**config.mk**
```make
export PLATFORM = sky130hd
export DESIGN_NAME = pair_io_node
export DESIGN_NICKNAME = d
export VERILOG_FILES = /design/src/rtl/frame_slot.v /design/src/rtl/pair_io_node.v
export VERILOG_INCLUDE_DIRS = /design/src /design/src/rtl
export SDC_FILE = /design/constraint.sdc
export NUM_CORES = 1
export LEC_CHECK = 0
export ABC_AREA = 1
export BUFFER_PORTS_ARGS = -buffer_cell sky130_fd_sc_hd__buf_4
export CAP_MARGIN = 40
export CORE_UTILIZATION = 40
export CTS_CLUSTER_DIAMETER = 120
export DETAILED_ROUTE_END_ITERATION = 16
export PLACE_DENSITY_LB_ADDON = 0.3
export SLEW_MARGIN = 20
export SYNTH_ARGS = -nofsm -noshare
export SYNTH_HDL_FRONTEND = slang
export SYNTH_HIERARCHICAL = 1
export SYNTH_SLANG_ARGS = --single-unit
export TNS_END_PERCENT = 10
```
**constraint.sdc**
```tcl
create_clock -name clk -period 2.6 [get_ports clk]
set_input_delay 0 -clock clk [delete_from_list [all_inputs] [get_ports clk]]
set_output_delay 0 -clock clk [all_outputs]
set_load 0.005 [all_outputs]
```
**src/rtl/pair_io_defs.vh**
```
// Frame field layout, function codes and selector codes for the pair-connection node
// Included by the node logic; definitions only
`ifndef PAIR_IO_DEFS_VH
`define PAIR_IO_DEFS_VH

// 29-bit identifier: [28:24] reserved, [23] ack, [22:15] func, [14:8] node, [7:0] adv
`define ID_ACK_BIT      23
`define ID_FUNC_MSB     22
`define ID_FUNC_LSB     15
`define ID_NODE_MSB     14
`define ID_NODE_LSB     8
`define ID_ADV_MSB      7
`define ID_ADV_LSB      0

`define FUNC_SET_OUT    8'h10
`define FUNC_IO_TYPE    8'hF3
`define FUNC_CONFLICT   8'h61
`define FUNC_HEARTBEAT  8'h70

`define ADV_PAIR_SET    8'h01
`define ADV_IN_REPORT   8'h02
`define ADV_NONE        8'h00

`define SEL_PAIR_LOW    4'h8
`define SEL_500K_PAIR   4'hD

`define DLC_ONE         4'h1
`define DLC_IO_TYPE     4'h6
`define DLC_SET         4'h8

`endif

```
**src/rtl/frame_slot.v**
```verilog
// Holds one outgoing frame between the command logic and the CAN controller
// Assumes the controller takes the frame on txValid and txReady both high
`timescale 1ns/1ps

module frame_slot (
    input  wire        clk,
    input  wire        rst_n,
    input  wire        loadValid,
    input  wire [28:0] loadId,
    input  wire [3:0]  loadDlc,
    input  wire [63:0] loadData,
    output wire        loadReady,
    output reg         txValid,
    output reg  [28:0] txId,
    output reg  [3:0]  txDlc,
    output reg  [63:0] txData,
    input  wire        txReady
);

    assign loadReady = !txValid;

    always @(posedge clk) begin
        if (!rst_n) begin
            txValid <= 1'b0;
            txId    <= 29'h0;
            txDlc   <= 4'h0;
            txData  <= 64'h0;
        end else if (loadValid && !txValid) begin
            txValid <= 1'b1;
            txId    <= loadId;
            txDlc   <= loadDlc;
            txData  <= loadData;
        end else if (txValid && txReady) begin
            txValid <= 1'b0;
        end
    end

endmodule

```
**src/rtl/pair_io_node.v**
```verilog
// Message-level logic of a digital I/O slave node with pair-connection mode
// Assumes a CAN controller that delivers received frames as one-cycle strobes
// and accepts frames through a valid/ready handshake; switches are raw pins
//
// Notes on behaviour
// Pair mode is on when the rate selector reads 8 to F on both partners.
// The input-side module of a pair carries an odd node number.
// An input module sends pair commands to its own number plus one, and an output module accepts them from its number minus one.
// Selector position D means 500 kbps together with pair mode.
// In pair mode the node goes operational on its own without a master command.
// An input channel going ON drives the same-index output channel ON at the partner.
// One input node may feed several output nodes and several input nodes may feed one output node.
// A master cannot tell apart the I/O types of nodes sharing one number.
// In pair mode no acknowledged reply is sent to an ID conflict check.
// In pair mode heartbeat supervision is off and heartbeat frames have no effect.
// In pair mode set and query commands from a master are still answered.
// An input change on the input side of a pair sends two frames, the first setting the partner outputs.
// The second frame reports the input status toward the master, master or not.
// An output-set command updates the outputs, then a reply with the output status is sent.
// The I/O type reply holds six counts: dig out, dig in, analog out, analog in, pwm, counter.
// The pair set frame uses function 10h, flag 1, and its reply sets ack with one byte.
// The input report uses the own node number, flag 2 and one status byte.
`timescale 1ns/1ps
`include "pair_io_defs.vh"

module pair_io_node #(
    parameter CHANNELS        = 8,
    parameter HB_TIMEOUT_CYC  = 32'h02FAF080
) (
    input  wire        clk,
    input  wire        rst_n,
    input  wire [3:0]  rateSwitch,
    input  wire [6:0]  nodeSwitch,
    input  wire [7:0]  input_channels,
    output reg  [7:0]  outputChannels,
    output reg         pairMode,
    output reg         fastRate,
    output reg         operational,
    output reg         heartbeatLost,
    input  wire        rxStrobe,
    input  wire [28:0] rxId,
    input  wire        rxRtr,
    input  wire [3:0]  rxDlc,
    input  wire [63:0] rxData,
    output wire        txValid,
    output wire [28:0] txId,
    output wire [3:0]  txDlc,
    output wire [63:0] txData,
    input  wire        txReady
);

    // Type reply counts, one byte each; no analog, pulse or counter channels
    localparam [7:0] DIG_OUT_COUNT   = CHANNELS[7:0];
    localparam [7:0] DIG_IN_COUNT    = CHANNELS[7:0];
    localparam [7:0] analog_out_count = 8'h00;
    localparam [7:0] analog_in_count  = 8'h00;
    localparam [7:0] PWM_COUNT        = 8'h00;
    localparam [7:0] COUNTER_COUNT    = 8'h00;

    localparam [2:0] S_IDLE    = 3'h0;
    localparam [2:0] S_PAIRSET = 3'h1;
    localparam [2:0] S_REPORT  = 3'h2;
    localparam [2:0] S_OUTACK  = 3'h3;
    localparam [2:0] S_TYPEACK = 3'h4;
    localparam [2:0] S_CONFACK = 3'h5;

    ////////////////////////////////////////////////////////////////////////
    // Pin synchronisers

    reg [3:0] rateMeta;
    reg [3:0] rateSync;
    reg [6:0] nodeMeta;
    reg [6:0] nodeSync;
    reg [7:0] inMeta;
    reg [7:0] inSync;
    reg [7:0] inLast;

    always @(posedge clk) begin
        if (!rst_n) begin
            rateMeta <= 4'h0;
            rateSync <= 4'h0;
            nodeMeta <= 7'h00;
            nodeSync <= 7'h00;
            inMeta   <= 8'h00;
            inSync   <= 8'h00;
        end else begin
            rateMeta <= rateSwitch;
            rateSync <= rateMeta;
            nodeMeta <= nodeSwitch;
            nodeSync <= nodeMeta;
            inMeta   <= input_channels;
            inSync   <= inMeta;
        end
    end

    ////////////////////////////////////////////////////////////////////////
    // Mode decode; switch read once settled, held while running

    function [28:0] makeId;
        input       ack;
        input [7:0] func;
        input [6:0] node;
        input [7:0] adv;
        begin
            makeId = {5'h00, ack, func, node, adv};
        end
    endfunction

    function [7:0] funcOf;
        input [28:0] id;
        begin
            funcOf = id[`ID_FUNC_MSB:`ID_FUNC_LSB];
        end
    endfunction

    reg [1:0] settle;
    reg [6:0] nodeId;

    always @(posedge clk) begin
        if (!rst_n) begin
            settle      <= 2'h0;
            pairMode    <= 1'b0;
            fastRate    <= 1'b0;
            nodeId      <= 7'h00;
            operational <= 1'b0;
        end else if (settle != 2'h3) begin
            settle <= settle + 2'h1;
        end else if (!operational && pairMode) begin
            operational <= 1'b1;
        end else if (!operational) begin
            pairMode <= (rateSync >= `SEL_PAIR_LOW);
            fastRate <= (rateSync == `SEL_500K_PAIR);
            nodeId   <= nodeSync;
            // Non-pair start waits for the master; modelled as the start command below
            if (rxStrobe && funcOf(rxId) == 8'h01)
                operational <= 1'b1;
        end
    end

    ////////////////////////////////////////////////////////////////////////
    // Heartbeat supervision, inert in pair mode

    // Flag holds at the limit until a heartbeat or pair mode clears it
    reg [31:0] hbCount;

    always @(posedge clk) begin
        if (!rst_n) begin
            hbCount       <= 32'h0;
            heartbeatLost <= 1'b0;
        end else if (pairMode || !operational) begin
            hbCount       <= 32'h0;
            heartbeatLost <= 1'b0;
        end else if (rxStrobe && funcOf(rxId) == `FUNC_HEARTBEAT) begin
            hbCount       <= 32'h0;
            heartbeatLost <= 1'b0;
        end else if (hbCount >= HB_TIMEOUT_CYC) begin
            heartbeatLost <= 1'b1;
        end else begin
            hbCount <= hbCount + 32'h1;
        end
    end

    ////////////////////////////////////////////////////////////////////////
    // Receive decode

    wire [7:0] rxFunc  = funcOf(rxId);
    wire [6:0] rxNode  = rxId[`ID_NODE_MSB:`ID_NODE_LSB];
    wire [7:0] rxAdv   = rxId[`ID_ADV_MSB:`ID_ADV_LSB];
    wire       rxCmd   = rxStrobe && operational && !rxId[`ID_ACK_BIT];
    wire       toMe    = (rxNode == nodeId);
    // Several input nodes with one shared number may drive this node
    wire       fromPeer = pairMode && (rxAdv == `ADV_PAIR_SET)
                          && (rxNode == nodeId) && nodeId[0] == 1'b0;
    wire       setCmd  = rxCmd && (rxFunc == `FUNC_SET_OUT) && !rxRtr
                         && (toMe || fromPeer);
    wire       typeQry = rxCmd && toMe && (rxFunc == `FUNC_IO_TYPE) && rxRtr;
    wire       confQry = rxCmd && toMe && (rxFunc == `FUNC_CONFLICT) && rxRtr;

    ////////////////////////////////////////////////////////////////////////
    // Frame sequencing

    reg  [2:0]  state;
    reg  [2:0]  next_state;
    reg         pending;
    reg  [7:0]  snapIn;
    reg         loadValid;
    reg  [28:0] loadId;
    reg  [3:0]  loadDlc;
    reg  [63:0] loadData;
    wire        loadReady;
    wire        inChange = operational && (inSync != inLast);
    // Odd number marks the input side of a pair
    wire        isInputSide = pairMode && nodeId[0];

    always @* begin
        next_state = state;
        loadValid  = 1'b0;
        loadId     = 29'h0;
        loadDlc    = 4'h0;
        loadData   = 64'h0;
        case (state)
            S_PAIRSET: begin
                loadValid = 1'b1;
                loadId    = makeId(1'b0, `FUNC_SET_OUT, nodeId + 7'h01, `ADV_PAIR_SET);
                loadDlc   = `DLC_SET;
                loadData  = {snapIn, 56'h0};
                if (loadReady)
                    next_state = S_REPORT;
            end
            S_REPORT: begin
                loadValid = 1'b1;
                loadId    = makeId(1'b1, `FUNC_SET_OUT, nodeId, `ADV_IN_REPORT);
                loadDlc   = `DLC_ONE;
                loadData  = {snapIn, 56'h0};
                if (loadReady)
                    next_state = S_IDLE;
            end
            S_OUTACK: begin
                loadValid = 1'b1;
                loadId    = makeId(1'b1, `FUNC_SET_OUT, nodeId, `ADV_PAIR_SET);
                loadDlc   = `DLC_ONE;
                loadData  = {outputChannels, 56'h0};
                if (loadReady)
                    next_state = S_IDLE;
            end
            S_TYPEACK: begin
                loadValid = 1'b1;
                loadId    = makeId(1'b1, `FUNC_IO_TYPE, nodeId, `ADV_NONE);
                loadDlc   = `DLC_IO_TYPE;
                loadData  = {DIG_OUT_COUNT, DIG_IN_COUNT, analog_out_count,
                             analog_in_count, PWM_COUNT, COUNTER_COUNT, 16'h0};
                if (loadReady)
                    next_state = S_IDLE;
            end
            S_CONFACK: begin
                loadValid = 1'b1;
                loadId    = makeId(1'b1, `FUNC_CONFLICT, nodeId, `ADV_PAIR_SET);
                loadDlc   = `DLC_ONE;
                if (loadReady)
                    next_state = S_IDLE;
            end
            default: begin
                next_state = S_IDLE;
            end
        endcase
    end

    always @(posedge clk) begin
        if (!rst_n) begin
            state          <= S_IDLE;
            pending        <= 1'b0;
            snapIn         <= 8'h00;
            inLast         <= 8'h00;
            outputChannels <= 8'h00;
        end else begin
            state <= next_state;
            if (setCmd)
                outputChannels <= rxData[63:56];
            // Change seen while busy stays pending, so the latest input state is still sent
            if (inChange) begin
                inLast  <= inSync;
                pending <= 1'b1;
            end
            // Replies start only when idle; a command arriving mid-reply gets no answer, though a set still updates the outputs
            if (state == S_IDLE) begin
                if (setCmd) begin
                    state <= S_OUTACK;
                end else if (typeQry) begin
                    state <= S_TYPEACK;
                end else if (confQry) begin
                    state <= pairMode ? S_IDLE : S_CONFACK;
                end else if ((pending || inChange) && isInputSide) begin
                    snapIn  <= inChange ? inSync : inLast;
                    pending <= 1'b0;
                    state   <= S_PAIRSET;
                end else if (pending || inChange) begin
                    snapIn  <= inChange ? inSync : inLast;
                    pending <= 1'b0;
                    state   <= S_REPORT;
                end
            end
        end
    end

    ////////////////////////////////////////////////////////////////////////
    // Outgoing frame register
    // One frame deep, so a reply queued behind a report waits for the bus

    frame_slot u_slot (
        .clk       (clk),
        .rst_n     (rst_n),
        .loadValid (loadValid),
        .loadId    (loadId),
        .loadDlc   (loadDlc),
        .loadData  (loadData),
        .loadReady (loadReady),
        .txValid   (txValid),
        .txId      (txId),
        .txDlc     (txDlc),
        .txData    (txData),
        .txReady   (txReady)
    );

endmodule

```
Yosys cells after proc, flatten, opt, wreduce, memory -nomap -nowiden
Cells that the tools add are included.
Widths: inputs -> output; s select.
{"block": "totals", "regBits": 209, "inputBits": 121}
{"block": "op_classes", "add_sub_neg": 3, "magnitude_cmp": 2, "eq_ne": 15, "mux": 29, "bitwise_logic": 8, "n_reduce_logical": 38}
{"operator": "$pmux 64 s3", "count": 1}
{"operator": "$pmux 24 s5", "count": 1}
{"operator": "$add 32x1->32 const B", "count": 1}
{"operator": "$ge 32x26->1 const B", "count": 1}
{"operator": "$mux 3", "count": 9}
{"operator": "$mux 8", "count": 3}
{"operator": "$logic_and 1x1->1", "count": 21}
{"operator": "$eq 8x1->1 const B", "count": 2}
{"operator": "$eq 8x7->1 const B", "count": 2}
{"operator": "$mux 1", "count": 13}
{"operator": "$pmux 4 s3", "count": 1}
{"operator": "$eq 8x5->1 const B", "count": 1}
{"operator": "$eq 8x8->1 const B", "count": 1}
{"operator": "$ne 8x8->1", "count": 1}
{"operator": "$not 1->1", "count": 8}
{"operator": "$add 7x1->7 const B", "count": 1}
{"operator": "$eq 7x7->1", "count": 1}
{"operator": "$eq 3x2->1 const B", "count": 2}
{"operator": "$eq 3x3->1 const B", "count": 2}
{"operator": "$pmux 3 s2", "count": 1}
{"operator": "$reduce_or 3->1", "count": 2}
{"operator": "$reduce_and 5->1", "count": 1}
{"operator": "$reduce_or 5->1", "count": 1}
{"operator": "$eq 4x4->1 const B", "count": 1}
{"operator": "11 further kinds", "count": 17}

Longest topological paths before layout
{"block": "depth", "depth_word": 9, "mapped_depth": 14, "ltp_nobuf": 14}

Cells and area by module
Netlist, hierarchy kept.
{"module": "pair_io_node", "n_inst": 1, "cells_each": 730, "area_per_inst_um2": 5278.8}
{"module": "frame_slot", "n_inst": 1, "cells_each": 632, "area_per_inst_um2": 4141.5}

Worst setup path after synthesis
No wires, ideal clock.
{"block": "synth_timing", "path_type": "reg2reg", "from": "reg state[1]", "to": "reg u_slot.txData[60]", "arrival_ns": 1.944, "t_required_ns": 2.487, "slack_ns": 0.543, "path_stages_with_launch": 13, "n_path_buf": 3, "period_less_slack_ns": 2.057, "cell_sequence": "dfxtp_1 -> inv_1 -> ha_1 -> inv_1 -> nor2_1 -> inv_1 -> buf_4 -> inv_2 -> nor2_4 -> buf_4 -> buf_4 -> nor2_1 -> nor2_1"}
{"block": "synth_between", "elab_chain_len": 4, "word_cells_on_any_way": 10, "classes_between": "eq/ne: 5; mux: 2; reduce/logical: 3"}
{"item": "start, declared", "line_no": "pair_io_node.v:182", "text": "reg [2:0] state;"}
{"item": "start signal, assigned", "line_no": "pair_io_node.v:256", "text": "state <= next_state;"}
{"item": "start signal, assigned", "line_no": "pair_io_node.v:271", "text": "state <= pairMode ? S_IDLE : S_CONFACK;"}
{"item": "$eq 3x3->1, or another cell as far along"}
{"item": "$reduce_or 5->1 (no source line) (*)"}
{"item": "$mux 1 (*)"}
{"item": "via loadValid", "line_no": "pair_io_node.v:186", "text": "reg loadValid;"}
{"item": "$logic_and 1x1->1 (*)", "line_no": "frame_slot.v:28", "text": "end else if (loadValid && !txValid) begin"}
{"item": "end signal, assigned", "line_no": "frame_slot.v:32", "text": "txData <= loadData;"}
{"item": "end, declared", "line_no": "frame_slot.v:16", "text": "output reg [63:0] txData,"}
The timed path passes the listed nets; every way through them passes the cells marked *.
A chain may end at the register's enable or synchronous reset.

Worst setup path after layout
{"block": "layout_timing", "from": "reg state[1]", "to": "reg u_slot.txId[19]"}
{"block": "layout_between", "elab_chain_len": 4, "word_cells_on_any_way": 9, "classes_between": "eq/ne: 5; mux: 2; reduce/logical: 2"}
{"item": "$eq 3x3->1, or another cell as far along"}
{"item": "$reduce_or 5->1 (no source line) (*)"}
{"item": "$mux 1 (*)"}
{"item": "via loadValid", "line_no": "pair_io_node.v:186"}
{"item": "$logic_and 1x1->1 (*)", "line_no": "frame_slot.v:28"}
{"item": "end signal, assigned", "line_no": "frame_slot.v:30", "text": "txId <= loadId;"}
{"item": "end, declared", "line_no": "frame_slot.v:14", "text": "output reg [28:0] txId,"}
Marked as above.

==> run summary <==
The total count of hold-check failures in the final report is 0. The number of global-route vias before repair was 7961; the number of CTS-inserted buffers was 24. Net switching is 22.1% of the power.

Detailed placement finished with a half-perimeter wire length of 14.5 mm. In this run the standard cell core region covers 22800 um^2. The run gives 0 as the max-slew violation total from the final report. The commonest cells after synthesis are nand2_1 (266), nor2_1 (253), inv_1 (217), dfxtp_1 (209), nand3_1 (135). The width of the chip was 155 um; the power share of the combinational group was 5.0%. The met3 track utilization from global routing was 2.76%. The tools report the largest voltage drop on the vdd net as 0.394 mV. The critical path goes through inv_1, ha_1, inv_1, nor2_1, clkinv_2, buf_4, buf_8, o31ai_1, inv_1, inv_1, nand3_1, nand2_1, nor2_1. Entering global routing, the biggest net connects 78 pins.

Summed over all cells, the static leakage comes to 5.40 nW. The tools report the number of cells produced by synthesis as 1362. Of the total power, registers draw 47.8%.

The logs give 31.8% for the met2 track utilization from global routing and 9420 um^2 for the synthesized cell area. Input and output buffers added on the ports amount to 157. The number of nets in the finished design was 1741; the worst-case reg-to-reg path depth was 13.

The logs give 1.52 mW for the power spent charging and discharging nets and 0 for the final routed DRC violation total. The run finished with clean final reports. Clock root buffer: clkbuf_16.

Clock skew on the completed layout was measured at 0.0111 ns. The pre-antenna-repair detailed-routing pass consisted of 5 iterations. The critical path is of the flip-flop to flip-flop type. The initial antenna violation count came out at 0. The average footprint of a synthesized cell was 6.92 um^2; the reg-to-reg setup timing slack was 0.31 ns.

The register area share after synthesis was 44.4%. The largest individual stage delay along the critical path comes from the cell dfxtp_1. The flip-flop and latch count after synthesis works out to 209. The total setup buffers inserted after CTS came out at 0.

The leading register cell type out of synthesis is dfxtp_1. For the worst setup path, the data arrival time is 2.74 ns. Setup repair after global routing left no endpoint under its margin.

After layout, the minimum clock period comes to 2.29 ns. Yosys mapped a number of flops with a built-in enable equal to 0. dfxtp_1 takes more of the synthesized area than any other cell.

Yosys mapped the design onto 45 distinct sky130hd cell types. The share of post-route cells with drive strength above 1 was 15.7%; the effective utilization at floorplan was 41.2%. The last element of the critical path is u_slot/txId[19]$_SDFFE_PN0P_.

The count of standard-cell rows is 55. The total power of the final layout was 6.87 mW; the first-pass GRT wire length was 37.4 mm. The share of flip-flops with an asynchronous set or reset is 0%. The run gives 0 as the total grt overflow. STA classifies the critical path endpoint as a flip-flop. Routability-driven placement finished with a final weighted congestion of 0.873. The internal power was 5.35 mW. The worst hold path belongs to the class input pin to flip-flop. For the overall routed net length, the log shows 22.0 mm. The first routing iteration left 453 violations. In this run the deepest clock path goes through 3 buffers. In this run the count of I/O pins placed on the die edge is 231. TritonCTS built the clock tree. The run gives 209 as the sink count of the clock tree. The actual transition at the worst max-transition pin was 0.735 ns. 0 antenna diodes ended up in the layout. The via density per instance came out at 4.45. The area share of the leading cell type in the synthesized netlist is 44.4%. The tools report the total number of vias as 8642. After synthesis, the cell types taking the most area are dfxtp_1 (44%), nand2_1 (11%), nor2_1 (10%).

Max capacitance violation total: 0. The maximum clock rate was 437 MHz; the maximum fanout count along the critical path was 77. The count of nets left with antenna violations once routing finished came out at 0.

The data required time at the worst endpoint is 3.05 ns, and the post-CTS clock slew at the launch and capture registers of the worst setup and hold paths is 0.06 ns. Global routing used 18.6% of the available tracks across all layers. The run gives 1 as the number of levels the H-tree was split into. In this run the critical register-to-register path is launched from state[1]$_SDFF_PN0_.

The share of power burned in the clock network came out at 47.2%. The worst path uses 88.0% of the clock period. The average routed wire per standard cell is 11.3 um, and the tightest slew margin relative to the limit is 51.0%.

met2 is the most crowded layer. Power spread over the standard cell area amounts to 555 nW/um^2. The worst register-to-register path ends at u_slot/txId[19]$_SDFFE_PN0P_. The tools report the critical path startpoint category as a flip-flop. Setup violations remaining at the end of the flow were counted as 0. In this run the worst setup path begins at state[1]$_SDFF_PN0_. In this design, the stage delay of the slowest critical-path cell is 0.43 ns.

From synthesis to final layout, the design area changed by 31.3%. The most common cell in the synthesized netlist is nand2_1. For the worst-skew pair, the clock arrives at the later sink with an insertion delay of 0.52 ns. In the global route stage, met1 resource usage came out at 24.4%. The die covers 24200 um^2.

Among the stages of the critical path, the cell type that occurs most often is inv_1. Adding up every negative setup slack in the final design gives 0 ns. The warning count from the yosys run was 6.

From bottom edge to top edge, the die measures 155 um. The startpoint identified for the worst hold timing path is rxId[15].
## power groups by stage
stage	Clock (mW)	Combinational, mW	Sequential (mW)
6_report	3.24	0.344	3.28
5_1_grt	3.46	0.397	3.28
4_1_cts	3.33	0.338	3.28
3_5_place_dp	0	0.287	3.35
3_3_place_gp	0	0.282	3.35
2_1_floorplan	0	0.191	3.34
## metrics by stage
step	hold WS [ns]	cell area, um^2	utilization (%)	instances	worst slack (ns)
floorplan	0.0976	9670	-	1429	0.543
global placement	0.180	11100	48.4	1848	0.0520
detailed placement	0.185	11100	48.5	1849	0.0275
CTS	0.0501	12400	54.1	1942	0.00484
global route	0.0910	12400	54.1	1942	0.0322
finish	0.0557	12400	54.1	1942	0.312
## state kept, by name, summed over array words and instances, names as in the netlist
signal and flops:
inLast 8, nodeSync 7, u_slot/txValid 1, fastRate 1, hbCount 32, u_slot/txId 29, pending 1, operational 1
rateMeta 4, settle 2, state 3, nodeId 7, inSync 8, pairMode 1, nodeMeta 7, rateSync 4
u_slot/txDlc 4, outputChannels 8, heartbeatLost 1, inMeta 8, snapIn 8, u_slot/txData 64
## cells by family (layout without fill, tap and decap cells)
logic type	Yosys count	count (layout)	synth area share, %
other cells	1	68	0.0398
xor+xnor	29	29	2.70
simple gates	713	713	32.4
flops	209	209	44.4
buf+inv	297	497	12.6
compound gates	107	107	7.04
fa+ha+maj	6	6	0.797
## repair_timing
action / CTS / global route
resized for setup: 0 / 3
hold endpoints to repair: 44 / 0
hold buffers: 52 / 0
setup endpoints to repair: 0 / 76
## routing by layer
metal | up-vias | routed length (um)
met3 | 29 | 955
met2 | 187 | 10100
met1 | 3811 | 10500
met5 | - | 0
met4 | 0 | 417
li1 | 4615 | -
## cell type report
type / instances / area [um^2]
clock buffers: 34 / 689
clock inverters: 7 / 70.1
fillers: 2267 / 10500
inverters: 232 / 872
multi-input cells: 923 / 4300
flip-flops and latches: 209 / 4180
well taps: 313 / 392
repair buffers: 224 / 1860
## worst max-delay path, delay by kind of cell, from the launching register on
kind	cells	cell delay, ns
AO/OA/AOI/OAI	1	0.14
adder cells (fa/ha/maj)	1	0.31
buffers and inverters	7	1.03
flip-flops	1	0.43
AND/OR/NAND/NOR	4	0.30
## cell usage in the layout, fill, tap and decap left out, drive strengths merged, types with 2 or more instances in the layout
cell type      n
buf          172
a21oi         50
nand3        135
and2           2
nor4           5
dlygate4sd3   52
clkbuf        34
or2            5
a211oi         8
xnor2         14
dfxtp        209
inv          231
o21ai         33
nand2        271
clkinv         6
a221oi         2
nand4         13
o22ai          9
conb          68
xor2          15
nor2         256
nor3          23
ha             6
## worst min-delay path by stage
stage                              to  cells after the start
2_1_floorplan    inMeta[0]$_SDFF_PN0_                      2
3_3_place_gp   rateMeta[1]$_SDFF_PN0_                      3
3_5_place_dp     inMeta[1]$_SDFF_PN0_                      3
4_1_cts           state[0]$_SDFF_PN0_                      6
5_1_grt           state[0]$_SDFF_PN0_                      6
6_report          state[0]$_SDFF_PN0_                      6
Power figures use the tool's default switching activity.
